## src/logic/occ_map.svh

```systemverilog
`ifndef OCC_MAP_SVH
`define OCC_MAP_SVH
// Register indices on the plain register port
`define OCC_ADDR_W 3
`define OCC_IDX_CTRL 3'h0
`define OCC_IDX_PRI 3'h1
`define OCC_IDX_SEC 3'h2
`define OCC_IDX_IRQ_STAT 3'h3
`define OCC_IDX_IRQ_MASK 3'h4
// Control register fields
`define OCC_MODE_LSB 0
`define OCC_TSEL_BIT 3
`define OCC_FLT_BIT 4
`define OCC_IDLE_BIT 13
`define OCC_CTRL_RST 16'h0000
// Interrupt status layout
`define OCC_IRQ_EDGE_BIT 0
`define OCC_IRQ_FLT_BIT 1
`define OCC_IRQ_W 2
`endif

```

## src/logic/occ_pkg.sv

```systemverilog
package occ_pkg;
  typedef enum logic [2:0] {
    OCC_OFF = 3'h0,
    OCC_ONE_HIGH = 3'h1,
    OCC_ONE_LOW = 3'h2,
    OCC_TOGGLE = 3'h3,
    OCC_DELAYED = 3'h4,
    OCC_CONT = 3'h5,
    OCC_PWM = 3'h6,
    OCC_PWM_FLT = 3'h7
  } occ_mode_t;

  typedef struct packed {
    logic idle_halt_select;
    logic pwm_fault_flag;
    logic time_base_select;
    occ_mode_t channel_mode_field;
  } occ_ctrl_t;
endpackage

```

## src/logic/occ_channel.sv

```systemverilog
// Implementation choices: the register offsets and the plain strobed port.
`timescale 1ns/100ps
`include "occ_map.svh"
module occ_channel #(
  parameter int unsigned CHANNEL_NUM = 1
) (
  input wire logic sys_clk_i,
  input wire logic rst_n_i,
  input wire logic [`OCC_ADDR_W-1:0] addr_i,
  input wire logic [15:0] wdata_i,
  input wire logic wr_i,
  input wire logic rd_i,
  output logic [15:0] rdata_o,
  input wire logic [15:0] timer2_i,
  input wire logic [15:0] timer3_i,
  input wire logic [15:0] timer2_period_i,
  input wire logic [15:0] timer3_period_i,
  input wire logic cpu_idle_i,
  input wire logic fault_input_a,
  input wire logic fault_input_b,
  input wire logic gpio_out_i,
  output logic channel_output_pin,
  output logic pin_owned_o,
  output logic irq_o
);
  import occ_pkg::*;

  typedef struct packed {
    occ_ctrl_t ctrl;
    logic [15:0] pri;
    logic [15:0] sec;
    logic [15:0] duty;
    logic out;
    logic done;
    logic [`OCC_IRQ_W-1:0] stat;
    logic [`OCC_IRQ_W-1:0] mask;
    logic flt_s1;
    logic flt_s2;
    logic flt_s3;
    logic idle_s1;
    logic idle_s2;
    logic [15:0] rdata;
  } occ_state_t;

  occ_state_t s_q;
  occ_state_t s_d;

  // ==========================================================
  // Helpers
  function automatic logic [15:0] ctrl_word(input occ_ctrl_t c);
    logic [15:0] w;
    w = 16'h0000;
    w[`OCC_IDLE_BIT] = c.idle_halt_select;
    w[`OCC_FLT_BIT] = c.pwm_fault_flag;
    w[`OCC_TSEL_BIT] = c.time_base_select;
    w[2:0] = c.channel_mode_field;
    return w;
  endfunction

  function automatic logic is_pwm(input occ_mode_t m);
    return (m == OCC_PWM) || (m == OCC_PWM_FLT);
  endfunction

  // ==========================================================
  // Combinational next state
  logic [15:0] tmr;
  logic [15:0] per;
  logic fault_pin;
  logic run;
  logic hit_pri;
  logic hit_sec;
  logic rollover;
  logic fault_fall;
  logic new_out;
  occ_mode_t mode;

  always_comb begin
    s_d = s_q;
    mode = s_q.ctrl.channel_mode_field;
    tmr = s_q.ctrl.time_base_select ? timer3_i : timer2_i;
    per = s_q.ctrl.time_base_select ? timer3_period_i : timer2_period_i;
    fault_pin = (CHANNEL_NUM <= 4) ? fault_input_a : fault_input_b;
    s_d.flt_s1 = fault_pin;
    s_d.flt_s2 = s_q.flt_s1;
    s_d.flt_s3 = s_q.flt_s2;
    s_d.idle_s1 = cpu_idle_i;
    s_d.idle_s2 = s_q.idle_s1;
    fault_fall = s_q.flt_s3 && !s_q.flt_s2;
    run = !(s_q.ctrl.idle_halt_select && s_q.idle_s2);
    hit_pri = (tmr == s_q.pri);
    hit_sec = (tmr == s_q.sec);
    rollover = (tmr == per);
    new_out = s_q.out;
    if (run) begin
      unique case (mode)
        OCC_OFF: new_out = s_q.out;
        OCC_ONE_HIGH: if (hit_pri) new_out = 1'b1;
        OCC_ONE_LOW: if (hit_pri) new_out = 1'b0;
        OCC_TOGGLE: if (hit_pri) new_out = !s_q.out;
        OCC_DELAYED: begin
          // Pulse runs once, then locks out
          if (hit_pri && !s_q.done) new_out = 1'b1;
          if (hit_sec && s_q.out) begin
            new_out = 1'b0;
            s_d.done = 1'b1;
          end
        end
        OCC_CONT: begin
          if (hit_pri) new_out = 1'b1;
          if (hit_sec) new_out = 1'b0;
        end
        OCC_PWM, OCC_PWM_FLT: begin
          if (rollover) begin
            s_d.duty = s_q.sec;
            new_out = (s_q.sec != 16'h0000);
          end else if (tmr == s_q.duty) begin
            new_out = 1'b0;
          end
          if (mode == OCC_PWM_FLT && (s_q.ctrl.pwm_fault_flag ||
              fault_fall)) begin
            new_out = 1'b0;
          end
        end
      endcase
    end
    s_d.out = new_out;
    // Edge interrupts per mode
    if (run) begin
      unique case (mode)
        OCC_ONE_HIGH: if (new_out && !s_q.out)
          s_d.stat[`OCC_IRQ_EDGE_BIT] = 1'b1;
        OCC_ONE_LOW, OCC_DELAYED, OCC_CONT: if (!new_out && s_q.out)
          s_d.stat[`OCC_IRQ_EDGE_BIT] = 1'b1;
        OCC_TOGGLE: if (new_out != s_q.out)
          s_d.stat[`OCC_IRQ_EDGE_BIT] = 1'b1;
        default: ;
      endcase
    end
    // Fault flag: only hardware sets it; it clears on leaving mode 111
    if (mode != OCC_PWM_FLT) begin
      s_d.ctrl.pwm_fault_flag = 1'b0;
    end else if (run && fault_fall) begin
      s_d.ctrl.pwm_fault_flag = 1'b1;
      s_d.stat[`OCC_IRQ_FLT_BIT] = 1'b1;
    end
    // ========================================================
    // Register port
    s_d.rdata = 16'h0000;
    if (rd_i) begin
      unique case (addr_i)
        `OCC_IDX_CTRL: s_d.rdata = ctrl_word(s_q.ctrl);
        `OCC_IDX_PRI: s_d.rdata = s_q.pri;
        `OCC_IDX_SEC: s_d.rdata = s_q.sec;
        `OCC_IDX_IRQ_STAT: begin
          s_d.rdata = {14'h0000, s_q.stat};
          // New events in this cycle survive the clear unless their bit was already set
          s_d.stat = s_d.stat & ~s_q.stat;
        end
        `OCC_IDX_IRQ_MASK: s_d.rdata = {14'h0000, s_q.mask};
        default: s_d.rdata = 16'h0000;
      endcase
    end
    if (wr_i) begin
      unique case (addr_i)
        `OCC_IDX_CTRL: begin
          s_d.ctrl.idle_halt_select = wdata_i[`OCC_IDLE_BIT];
          s_d.ctrl.time_base_select = wdata_i[`OCC_TSEL_BIT];
          s_d.ctrl.channel_mode_field =
            occ_mode_t'(wdata_i[2:0]);
          s_d.done = 1'b0;
          // Initial pin level for the new mode
          unique case (occ_mode_t'(wdata_i[2:0]))
            OCC_ONE_HIGH, OCC_DELAYED, OCC_CONT: s_d.out = 1'b0;
            OCC_ONE_LOW: s_d.out = 1'b1;
            OCC_PWM, OCC_PWM_FLT: begin
              s_d.out = (s_q.pri != 16'h0000);
              s_d.duty = s_q.pri;
            end
            default: ;
          endcase
        end
        `OCC_IDX_PRI: s_d.pri = wdata_i;
        `OCC_IDX_SEC: s_d.sec = wdata_i;
        `OCC_IDX_IRQ_MASK: s_d.mask = wdata_i[`OCC_IRQ_W-1:0];
        default: ;
      endcase
    end
  end

  // ==========================================================
  // State register
  always_ff @(posedge sys_clk_i or negedge rst_n_i) begin
    if (!rst_n_i) begin
      s_q <= '0;
    end else begin
      s_q <= s_d;
    end
  end

  assign rdata_o = s_q.rdata;
  assign pin_owned_o = (s_q.ctrl.channel_mode_field != OCC_OFF);
  assign channel_output_pin = pin_owned_o ? s_q.out : gpio_out_i;
  assign irq_o = |(s_q.stat & s_q.mask);
endmodule

```

## config.mk

```make
export PLATFORM = sky130hd
export DESIGN_NAME = occ_channel
export DESIGN_NICKNAME = d
export VERILOG_FILES = /design/src/logic/occ_pkg.sv /design/src/logic/occ_channel.sv
export VERILOG_INCLUDE_DIRS = /design/src /design/src/logic
export SDC_FILE = /design/constraint.sdc
export NUM_CORES = 1
export LEC_CHECK = 0
export BUFFER_PORTS_ARGS = -buffer_cell sky130_fd_sc_hd__buf_2
export CAP_MARGIN = 20
export CELL_PAD_IN_SITES_DETAIL_PLACEMENT = 1
export CELL_PAD_IN_SITES_GLOBAL_PLACEMENT = 1
export CORE_UTILIZATION = 46
export CTS_CLUSTER_DIAMETER = 120
export DETAILED_ROUTE_END_ITERATION = 8
export PLACE_DENSITY = 0.83
export SYNTH_ARGS = -nofsm -noshare
export SYNTH_HDL_FRONTEND = slang
export SYNTH_SLANG_ARGS = --single-unit
```

## constraint.sdc

```tcl
create_clock -name sys_clk_i -period 6.5 [get_ports sys_clk_i]
set_clock_uncertainty 0.2 [all_clocks]
set_input_delay 1.3 -clock sys_clk_i [delete_from_list [all_inputs] [get_ports sys_clk_i]]
set_output_delay 1.3 -clock sys_clk_i [all_outputs]
set_load 0.02 [all_outputs]
```

==> results of run 1 <==
synthesized netlist by cell type (3+ instances only):
master | instances | share of area, %
buf_4 | 17 | 2.6
nand2_1 | 27 | 2.1
mux2i_4 | 4 | 1.8
clkbuf_1 | 12 | 0.92
nand4_1 | 10 | 1.3
inv_1 | 4 | 0.31
nor2b_1 | 3 | 0.38
nor4_1 | 23 | 2.9
ha_1 | 4 | 1.0
nor3b_1 | 3 | 0.46
a22oi_1 | 10 | 1.5
xnor2_1 | 74 | 13
dfrtp_1 | 81 | 41
mux2i_1 | 25 | 5.1
mux2_2 | 40 | 9.2
nor2_1 | 27 | 2.1
mux2i_2 | 10 | 2.8
xor2_1 | 4 | 0.71
o21ai_0 | 6 | 0.61
nand3_1 | 5 | 0.51
nand2b_1 | 6 | 0.76
o21ai_1 | 15 | 1.5
a21oi_1 | 12 | 1.2
routing by layer:
layer	vias up	share of wire (%)	global-route usage (%)
met2	106	53	46.0
met3	30	4.5	5.81
met4	0	2.6	8.85
met5	-	0	0
li1	1761	-	-
met1	1948	40	29.6
cells by family after synthesis:
group	count (synthesis)	synth area share [%]
multiplexers	81	19.8
flip-flops	81	41.3
XOR/XNOR	78	13.9
AO/OA/AOI/OAI	53	6.58
buffers and inverters	39	4.97
AND/OR/NAND/NOR	116	12.4
adder cells (fa/ha/maj)	4	1.02
metrics by stage:
stage / hold slack [ps] / instances / cell area, um^2 / utilization, %
floorplan: 131 / 452 / 4910 / -
global placement: 132 / 664 / 5430 / 52.6
detailed placement: 136 / 664 / 5430 / 52.6
CTS: 157 / 680 / 5650 / 54.7
global route: 163 / 682 / 5680 / 55.0
finish: 155 / 682 / 5680 / 55.0
final timing paths:
check,to,slack [ps],cells past startpoint
setup / recovery,s_q[23],1550,19
hold / removal,s_q[16],160,0
setup reg to reg,s_q[23],1550,19
hold reg to reg,s_q[16],160,0
max in group asynchronous,s_q[41],4550,1
min in group asynchronous,s_d[19],880,1
state kept, by name, indices dropped and copies added, names as in the netlist:
name,flops
mode,3
s_d,3
s_q,59
rdata_o,16
area by class of cell:
class                   instances  area [um^2]  area share, %
inverters                       4         15.0          0.264
clock buffers                   9          124           2.18
repair buffers                113          598           10.5
multi-input cells             332         2650           46.6
flip-flops and latches         81         2030           35.7
well taps                     136          170           2.99
clock inverters                 7          101           1.78
cell usage in the layout, fill, tap and decap left out, types with 3 or more instances in the layout:
cell and n:
a22oi_1 10, o21ai_0 6, dfrtp_1 81, mux2i_1 25, nand2b_1 6, buf_4 5, mux2i_4 4, nand2_1 27
nand3_1 5, a21oi_1 12, buf_2 107, o21ai_1 15, mux2_2 40, xnor2_1 74, nor2_1 27, nor4_1 23
ha_1 4, nand4_1 10, mux2i_2 10, nor2b_1 3, clkbuf_8 9, inv_1 4, xor2_1 4
power groups by stage:
stage	clock [mW]	combinational [mW]	sequential, mW
global placement	0	0.484	0.736
floorplan	0	0.412	0.678
global route	0.455	0.561	0.749
finish	0.424	0.510	0.738
CTS	0.436	0.510	0.736
detailed placement	0	0.504	0.745
==> metrics.md, run 1 <==
| Metric | Value |
|---|---|
| Clock share of power | `between 20% and 30%` |
| Hpwl dp | `10100 um` |
| Gr usage total | `25.5%` |
| CP startpoint | `s_q[78]` |
| Post-synth ARST share | `100%` |
| RePlAce Congestion | `0.937` |
| Via count | `3845` |
| Period utilisation layout | `approximately 76%` |
| Final setup fails | `0` |
| Initial core utilization | `47.5%` |
| Area Overhead vs Synth | `15.8%` |
| RSZ-0062 raised after global routing | `false` |
| CTS Buf Count | `9` |
| FMAX | `202 MHz` |
| Crit path launch type | `flip-flop` |
| CTS tree | `yes` |
| Vias in the first global route | `4285` |
| Sink Count | `81` |
| Max-capacitance violation count | `0` |
| Congestion Overflow GR | `0` |
| Final slew viol count | `0` |
| Worst-path cell chain | `buf_4, mux2i_2, xnor2_1, nor4_1, nand4_1, ha_1, mux2_2, a21oi_1, o21ai_0, a21oi_1, o22ai_2, nor2_1, inv_1, ha_1, a21oi_1, mux2i_1, o22ai_1, nand2_1, o21ai_0` |
| DR WL/cell | `19.6 um` |
| Buf/Inv on CP | `2` |
| Die height | `105 um` |
| Hold Buf Count CTS | `0` |
| Clock Tree Buf Depth | `2` |
| Reg clk slew, reported paths | `90 ps` |
| Family with the most delay on the worst path | `compound AO/OA/AOI/OAI gates` |
| Final worst slack | `1550 ps` |
| Starting DRT DRC Count | `183` |
| Die area | `11100 um^2` |
| Critical-path top delay cell | `dfrtp_1` |
| Worst min path class | `reg -> reg` |
| HP Start | `s_d[16]` |
| Die W | `105 um` |
| P_sw | `594 uW` |
| FF-to-FF Start | `s_q[78]` |
| Final Hold Fails | `0` |
| Final nets | `636` |
| Crit. End Element | `flip-flop` |
| Number of H-tree levels | `3` |
| Total chip power | `1.67 mW` |
| Synth cell types | `45` |
| Vias/cell | `5.64` |
| Root Driver | `clkbuf_8` |
| Final-layout fill cell count | `1170` |
| Setup Fix Bufs, Post-CTS | `0` |
| Actual slew at the worst max-slew pin | `between 1000 and 1500 ps` |
| Ratio of cells with drive above 1 in the final layout | `35.3%` |
| Synthesis Warnings | `0` |
| Syn Inst Count | `452` |
| Ports | `110` |
| Sw Ratio | `35.5%` |
| Pint | `1.08 mW` |
| Sequential fraction of the synthesis area | `between 40% and 50%` |
| Std-Cell Rows | `37` |
| Synthesized area per cell | `10.9 um^2` |
| Synthesized area | `~4900 um^2` |
| Number of gates resized after CTS | `0` |
| Post-Route WL | `between 10000 and 15000 um` |
| Clk Latency, worst-skew pair | `370 ps` |
| Inserted Diodes | `0` |
| Top_reg_cell synth | `dfrtp_1` |
| Setup total negative slack | `0 ps` |
| Crit path max fanout | `12` |
| Post-synth EDFFs | `0` |
| Comb pwr share | `30.5%` |
| Req. time, crit path | `6590 ps` |
| Flop pwr share | `approximately 44%` |
| Initial antenna violation count | `0` |
| Place WS | `1550 ps` |
| Largest net degree at the start of global routing | `just over 80` |
| Crit path DAT | `a little over 5000 ps` |
| Syn Nets | `~550` |
| Number of synthesized register bits | `slightly above 80` |
| Leak | `2.50 nW` |
| Min Tclk post-route | `4950 ps` |
| Worst path max stage delay | `around 810 ps` |
| Antenna-violating nets left | `0` |
| Slew headroom | `32.9%` |
| P per Cell Area | `294 nW/um^2` |
| Critical Path Most Common Cell | `a21oi_1` |
| First-pass GRT wire length | `~22000 um` |
| Peak VDD IR | `approximately 0.00014 V` |
| # port buffers | `108` |
| Core Region | `10300 um^2` |
| Post-route DRC | `0` |
| Outcome | `complete, no violations` |
| TritonRoute pass-1 iters | `4` |
| Critical path class | `reg -> reg` |
Note: power is estimated with default switching activity, not from simulation.
==> run 2, diff against run 1 <==
- CORE_UTILIZATION: 46 -> 38
- PLACE_DENSITY: 0.83 -> 0.73
- clock period: 6.5 -> 4.3 ns (I/O delays scaled with it)
==> run 2 against run 1 <==
- final cell count grew 9.4%
- maximum frequency grew 22%
- critical path depth grew 2
- clock-buffer cell count is the same
==> metrics.md, run 2 (synthesis gave the netlist of run 1 again) <==
| Metric | Value |
|---|---|
| Vias in the first global route | `4210 (-1.8%)` |
| Gr usage total | `21.8% (-3.6 points)` |
| Leak | `2.68 nW (+7.3%)` |
| Vias/cell | `5.24 (-7.0%)` |
| Period utilisation layout | `94.5% (+18 points)` |
| Flop pwr share | `40.5% (-3.6 points)` |
| # port buffers | `108 (unchanged)` |
| Core Region | `12600 um^2 (+22%)` |
| Die area | `13400 um^2 (+21%)` |
| Number of H-tree levels | `3 (unchanged)` |
| Area Overhead vs Synth | `24.9%` |
| Outcome | `complete, no violations` |
| Reg clk slew, reported paths | `60 ps (-30 ps)` |
| DR WL/cell | `19.0 um (-3.1%)` |
| Final setup fails | `0 (unchanged)` |
| Final Hold Fails | `0 (unchanged)` |
| Critical R2R Capture | `s_q[23]` |
| Most frequent cells in the layout | `107 x buf_2, 80 x dfrtp_1, 74 x xnor2_1` |
| Peak VDD IR | `0.000210 V (+47%)` |
| Final slew viol count | `0 (unchanged)` |
| Post-Route WL | `14200 um (+6.0%)` |
| RePlAce Congestion | `0.904 (-3.5%)` |
| Number of flip-flops in the largest register | `59 (unchanged)` |
| Clock Tree Buf Depth | `2 (unchanged)` |
| Initial antenna violation count | `0 (unchanged)` |
| Worst min path class | `in -> async` |
| Fin area | `6130 um^2 (+7.9%)` |
| Worst-path cell chain | `clkbuf_16, buf_4, mux2i_1, buf_4, xnor2_1, nor4_1, nand4_1, ha_1, mux2_2, a21oi_2, o21ai_0, a21oi_1, o22ai_2, nor2_2, inv_1, ha_1, a21oi_1, mux2i_1, o22ai_1, nand2_1, o21ai_1` |
| Via count | `3910 (+1.7%)` |
| Biggest register | `s_q` |
| P per Cell Area | `448 nW/um^2 (+52%)` |
| Std-Cell Rows | `41 (+11%)` |
| R2R depth | `21 (+2)` |
| TritonRoute pass-1 iters | `6 (+2)` |
| Clock share of power | `26.3% (+0.9 points)` |
| Comb pwr share | `33.3% (+2.8 points)` |
| Clk Latency, worst-skew pair | `340 ps (-30 ps)` |
| Sw Ratio | `34.6% (-0.89 points)` |
| P_sw | `951 uW (+60%)` |
| Hold Buf Count CTS | `0 (unchanged)` |
| Critical path class | `reg -> reg` |
| Actual slew at the worst max-slew pin | `1060 ps (+58.4 ps)` |
| Slew headroom | `28.9% (-4.0 points)` |
| Root Driver | `clkbuf_16` |
| Sink Count | `81 (unchanged)` |
| Inserted Diodes | `0 (unchanged)` |
| CTS tree | `yes` |
| Die height | `116 um (+9.8%)` |
| Die W | `116 um (+9.8%)` |
| Setup total negative slack | `0 ps (unchanged)` |
| Min Tclk post-route | `4060 ps (-892 ps)` |
| Post-layout util | `48.6% (-6.5 points)` |
| CTS Buf Count | `9 (unchanged)` |
| R2r setup slk | `240 ps (-1310 ps)` |
| FF-to-FF Start | `s_q[78]` |
| First-pass GRT wire length | `22000 um (+1.4%)` |
| Ratio of cells with drive above 1 in the final layout | `39.4% (+4.0 points)` |
| Total chip power | `2.75 mW (+64%)` |
| Critical-path top delay cell | `dfrtp_2` |
| Most common cell after layout, fill and taps aside | `buf_2` |
| Max-capacitance violation count | `0 (unchanged)` |
| Antenna-violating nets left | `0 (unchanged)` |
| Pint | `1.79 mW (+66%)` |
| Starting DRT DRC Count | `145 (-21%)` |
| Crit. End Element | `flip-flop` |
| Crit path max fanout | `6 (-6)` |
| Initial core utilization | `38.9% (-8.7 points)` |
| Congestion Overflow GR | `0 (unchanged)` |
| Largest net degree at the start of global routing | `82 (unchanged)` |
| Crit path launch type | `flip-flop` |
| Post-route DRC | `0 (unchanged)` |
| Cell Area, Placed | `5630 um^2 (+3.8%)` |
| Hpwl dp | `10500 um (+4.0%)` |
| Final nets | `664 (+4.4%)` |
| FMAX | `246 MHz (+22%)` |
| Req. time, crit path | `4360 ps (-2230 ps)` |
| Ports | `110 (unchanged)` |
| Worst path max stage delay | `450 ps (-360 ps)` |
| Crit path DAT | `4120 ps (-920 ps)` |
run 2: how the worst max path moves through the flow:
stage,startpoint,end,slack [ps],cells past startpoint
5_1_grt,s_q[78],s_q[23],-60,22
3_5_place_dp,timer2_i[6],s_q[23],-110,19
2_1_floorplan,timer3_i[14],s_q[23],470,18
3_3_place_gp,timer2_i[6],s_q[23],20,19
4_1_cts,s_q[78],s_q[23],80,19
6_report,s_q[78],s_q[23],240,21
run 2: per-stage QoR:
stage	worst slack, ps	std cells	hold slack, ps
finish	237	746	154
global route	-60.2	746	149
CTS	81.4	736	165
detailed placement	-114	720	151
global placement	24.8	720	132
floorplan	467	452	131
run 2: what timing repair did:
action	in CTS	in global routing
setup endpoints to repair	0	1
resized for setup	0	16
setup buffers	0	7
run 2: area by class of cell:
type                    count  area [um^2]
well taps                 172          215
repair buffers            141          858
flip-flops and latches     81         2030
fillers                  1461         6490
inverters                   4         15.0
multi-input cells         332         2730
clock buffers               9          225
clock inverters             7         55.1
run 2: worst max-delay path: cells and delay by family, from the launching register on:
family                   cells  cell delay (ps)
adder cells (fa/ha/maj)      2              610
multiplexers                 3              460
AO/OA/AOI/OAI                7              860
AND/OR/NAND/NOR              4              700
flip-flops                   1              450
buffers and inverters        4              540
XOR/XNOR                     1              150
run 2: layer usage:
metal | up-vias | routed length [um] | GRT usage, %
met5 | - | 0 | 0
met4 | 0 | 261 | 6.92
met3 | 23 | 533 | 3.77
met2 | 80 | 7740 | 40.7
met1 | 1984 | 5670 | 25.4
li1 | 1823 | - | -
run 2: power groups by stage:
stage / combinational (mW) / clock (mW) / sequential (mW)
global placement: 0.806 / 0 / 1.11
detailed placement: 0.828 / 0 / 1.12
global route: 0.999 / 0.772 / 1.13
floorplan: 0.623 / 0 / 1.02
CTS: 0.835 / 0.739 / 1.11
finish: 0.913 / 0.721 / 1.11
==> run 3, diff against run 2 <==
- BUFFER_PORTS_ARGS: -buffer_cell sky130_fd_sc_hd__buf_2 -> -buffer_cell sky130_fd_sc_hd__clkbuf_2
==> run 3 against run 2 <==
- sequential power about the same
- die area unchanged
- via count down 0.36%
- critical path type unchanged
- critical endpoint unchanged
- highest routed layer unchanged
==> metrics.md, run 3 (synthesis gave the netlist of run 1 again) <==
| Metric | Value |
|---|---|
| Worst path max stage delay | `470 ps (+20 ps)` |
| Final setup fails | `0 (unchanged)` |
| Clock Tree Buf Depth | `2 (unchanged)` |
| Initial antenna violation count | `0 (unchanged)` |
| Total chip power | `2.85 mW (+3.6%)` |
| CTS tree | `yes` |
| Std-Cell Rows | `41 (unchanged)` |
| First-pass GRT wire length | `22500 um (+2.3%)` |
| Die W | `116 um (unchanged)` |
| DR WL/cell | `19.4 um (+1.7%)` |
| Cell Area, Placed | `5620 um^2 (-0.27%)` |
| Most common cell after layout, fill and taps aside | `clkbuf_2` |
| Setup total negative slack | `0 ps (unchanged)` |
| Antenna-violating nets left | `0 (unchanged)` |
| Ports | `110 (unchanged)` |
| Die area | `13400 um^2 (unchanged)` |
| Inserted Diodes | `0 (unchanged)` |
| Actual slew at the worst max-slew pin | `1070 ps (+2.05 ps)` |
| Comb pwr share | `31.8% (-1.5 points)` |
| Clk Latency, worst-skew pair | `340 ps (about the same)` |
| Die height | `116 um (unchanged)` |
| Crit path DAT | `4130 ps (about the same)` |
| Crit path launch type | `flip-flop` |
| Clock share of power | `28.9% (+2.6 points)` |
| Largest net degree at the start of global routing | `82 (unchanged)` |
| Flop pwr share | `39.3% (-1.2 points)` |
| Final slew viol count | `0 (unchanged)` |
| Family with the most delay on the worst path | `compound AO/OA/AOI/OAI gates` |
| Req. time, crit path | `4370 ps (about the same)` |
| Hold Buf Count CTS | `0 (unchanged)` |
| Post-route DRC | `0 (unchanged)` |
| Worst-path cell chain | `clkbuf_16, mux2i_4, xnor2_1, nor4_1, nand4_1, ha_1, mux2_2, a21oi_2, o21ai_1, a21oi_1, o22ai_2, nor2_2, inv_1, ha_1, a21oi_2, mux2i_1, o22ai_1, nand2_1, o21ai_1` |
| Number of flip-flops in the largest register | `59 (unchanged)` |
| RePlAce Congestion | `0.924 (+2.2%)` |
| Vias/cell | `5.25 (+0.18%)` |
| Max-capacitance violation count | `0 (unchanged)` |
| Congestion Overflow GR | `0 (unchanged)` |
| Core Region | `12600 um^2 (unchanged)` |
| Biggest register | `s_q` |
| Most frequent cells in the layout | `107 x clkbuf_2, 80 x dfrtp_1, 74 x xnor2_1` |
| Slew headroom | `28.7% (-0.14 points)` |
| Sink Count | `81 (unchanged)` |
| Outcome | `complete, no violations` |
| Post-Route WL | `14400 um (+1.2%)` |
| Final worst slack | `234 ps (-3.26 ps)` |
| Period utilisation layout | `94.6% (about the same)` |
| Place WS | `-89.4 ps (+24.6 ps)` |
| Worst min path class | `reg -> reg` |
| Crit path max fanout | `8 (+2)` |
| Starting DRT DRC Count | `139 (-4.1%)` |
| CTS Buf Count | `9 (unchanged)` |
| Min Tclk post-route | `4070 ps (+3.26 ps)` |
| Pint | `1.90 mW (+5.7%)` |
| Vias in the first global route | `4331 (+2.9%)` |
| Buf/Inv on CP | `2 (-2)` |
| Critical-path top delay cell | `dfrtp_2` |
| Reg clk slew, reported paths | `60 ps (about the same)` |
| # port buffers | `108 (unchanged)` |
| Root Driver | `clkbuf_16` |
| Ratio of cells with drive above 1 in the final layout | `38.8% (-0.60 points)` |
| P_sw | `947 uW (-0.39%)` |
| Area Overhead vs Synth | `24.5%` |
| P per Cell Area | `465 nW/um^2 (+3.9%)` |
| FMAX | `246 MHz (about the same)` |
| Initial core utilization | `38.9% (unchanged)` |
| Gr usage total | `22.5% (+0.61 points)` |
| Number of H-tree levels | `3 (unchanged)` |
| Crit. End Element | `flip-flop` |
| Peak VDD IR | `0.000199 V (-5.2%)` |
| Leak | `2.69 nW (+0.23%)` |
| Critical path class | `reg -> reg` |
| Final nets | `660 (-0.60%)` |
| Final-layout fill cell count | `1465 (+0.27%)` |
| Fin area | `6110 um^2 (-0.29%)` |
| Sw Ratio | `33.3% (-1.3 points)` |
| TritonRoute pass-1 iters | `4 (-2)` |
| Via count | `3896 (-0.36%)` |
| Final Hold Fails | `0 (unchanged)` |
| Hpwl dp | `10700 um (+1.8%)` |
-- run 3: changes by cell type in the layout (fill, tap and decap cells not counted), moves of 2 or more --
cell	delta
buf_2	-107
clkbuf_2	+107
buf_4	-4
mux2i_4	-3
bufinv_16	+2
mux2i_2	+2
-- run 3: per-layer routing --
metal | wire, um | global-route usage [%] | vias to the layer above
met5 | 0 | 0 | -
met1 | 5800 | 25.7 | 1952
met2 | 7780 | 42.4 | 97
met4 | 335 | 7.01 | 0
li1 | - | - | 1820
met3 | 450 | 3.92 | 27
-- run 3: power groups by stage --
stage	Sequential, mW	Clock, mW	Combinational [mW]
after global routing	1.14	0.873	0.981
after detailed placement	1.13	0	0.823
final	1.12	0.823	0.903
after CTS	1.11	0.842	0.833
after floorplan	1.02	0	0.623
after global placement	1.11	0	0.796
-- run 3: timing repair --
| item | CTS | global route |
|---|---|---|
| gates resized for setup | 0 | 12 |
| setup endpoints to repair | 0 | 1 |
| buffers inserted | 0 | 5 |
-- run 3: path summary, 6_finish.rpt --
| path | cells after the start | from | slack (ps) | to |
|---|---|---|---|---|
| min in group asynchronous | 1 | rst_n_i | 160 | s_q[79] |
| hold / removal | 0 | s_d[16] | 150 | s_q[16] |
| setup reg to reg | 19 | s_q[78] | 230 | s_q[23] |
| max in group asynchronous | 2 | rst_n_i | 3140 | s_q[33] |
| setup / recovery | 19 | s_q[78] | 230 | s_q[23] |
| hold reg to reg | 0 | s_d[16] | 150 | s_q[16] |
-- run 3: layout make-up --
class                   count  area, um^2  area share (%)
multi-input cells         332        2710            44.3
flip-flops and latches     81        2030            33.2
clock buffers              10         229            3.75
clock inverters             6        90.1            1.47
inverters                   4        15.0           0.246
well taps                 172         215            3.52
repair buffers            137         828            13.5
-- run 3: metrics by stage --
stage | hold slack [ps] | cells | utilization (%)
global route | 155 | 742 | 48.4
CTS | 150 | 734 | 47.0
floorplan | 131 | 452 | -
finish | 151 | 742 | 48.4
global placement | 133 | 718 | 44.5
detailed placement | 136 | 718 | 44.5
-- run 3: worst register-to-register path: stages, from the launching register on --
cell       delay (ps)
dfrtp_2           470
clkbuf_16         230
mux2i_4           260
xnor2_1            90
nor4_1            310
nand4_1           280
ha_1              360
mux2_2            270
a21oi_2           120
o21ai_1            60
a21oi_1           160
o22ai_2           120
nor2_2            140
inv_1              60
ha_1              290
a21oi_2           140
mux2i_1            90
o22ai_1           120
nand2_1            80
o21ai_1           140
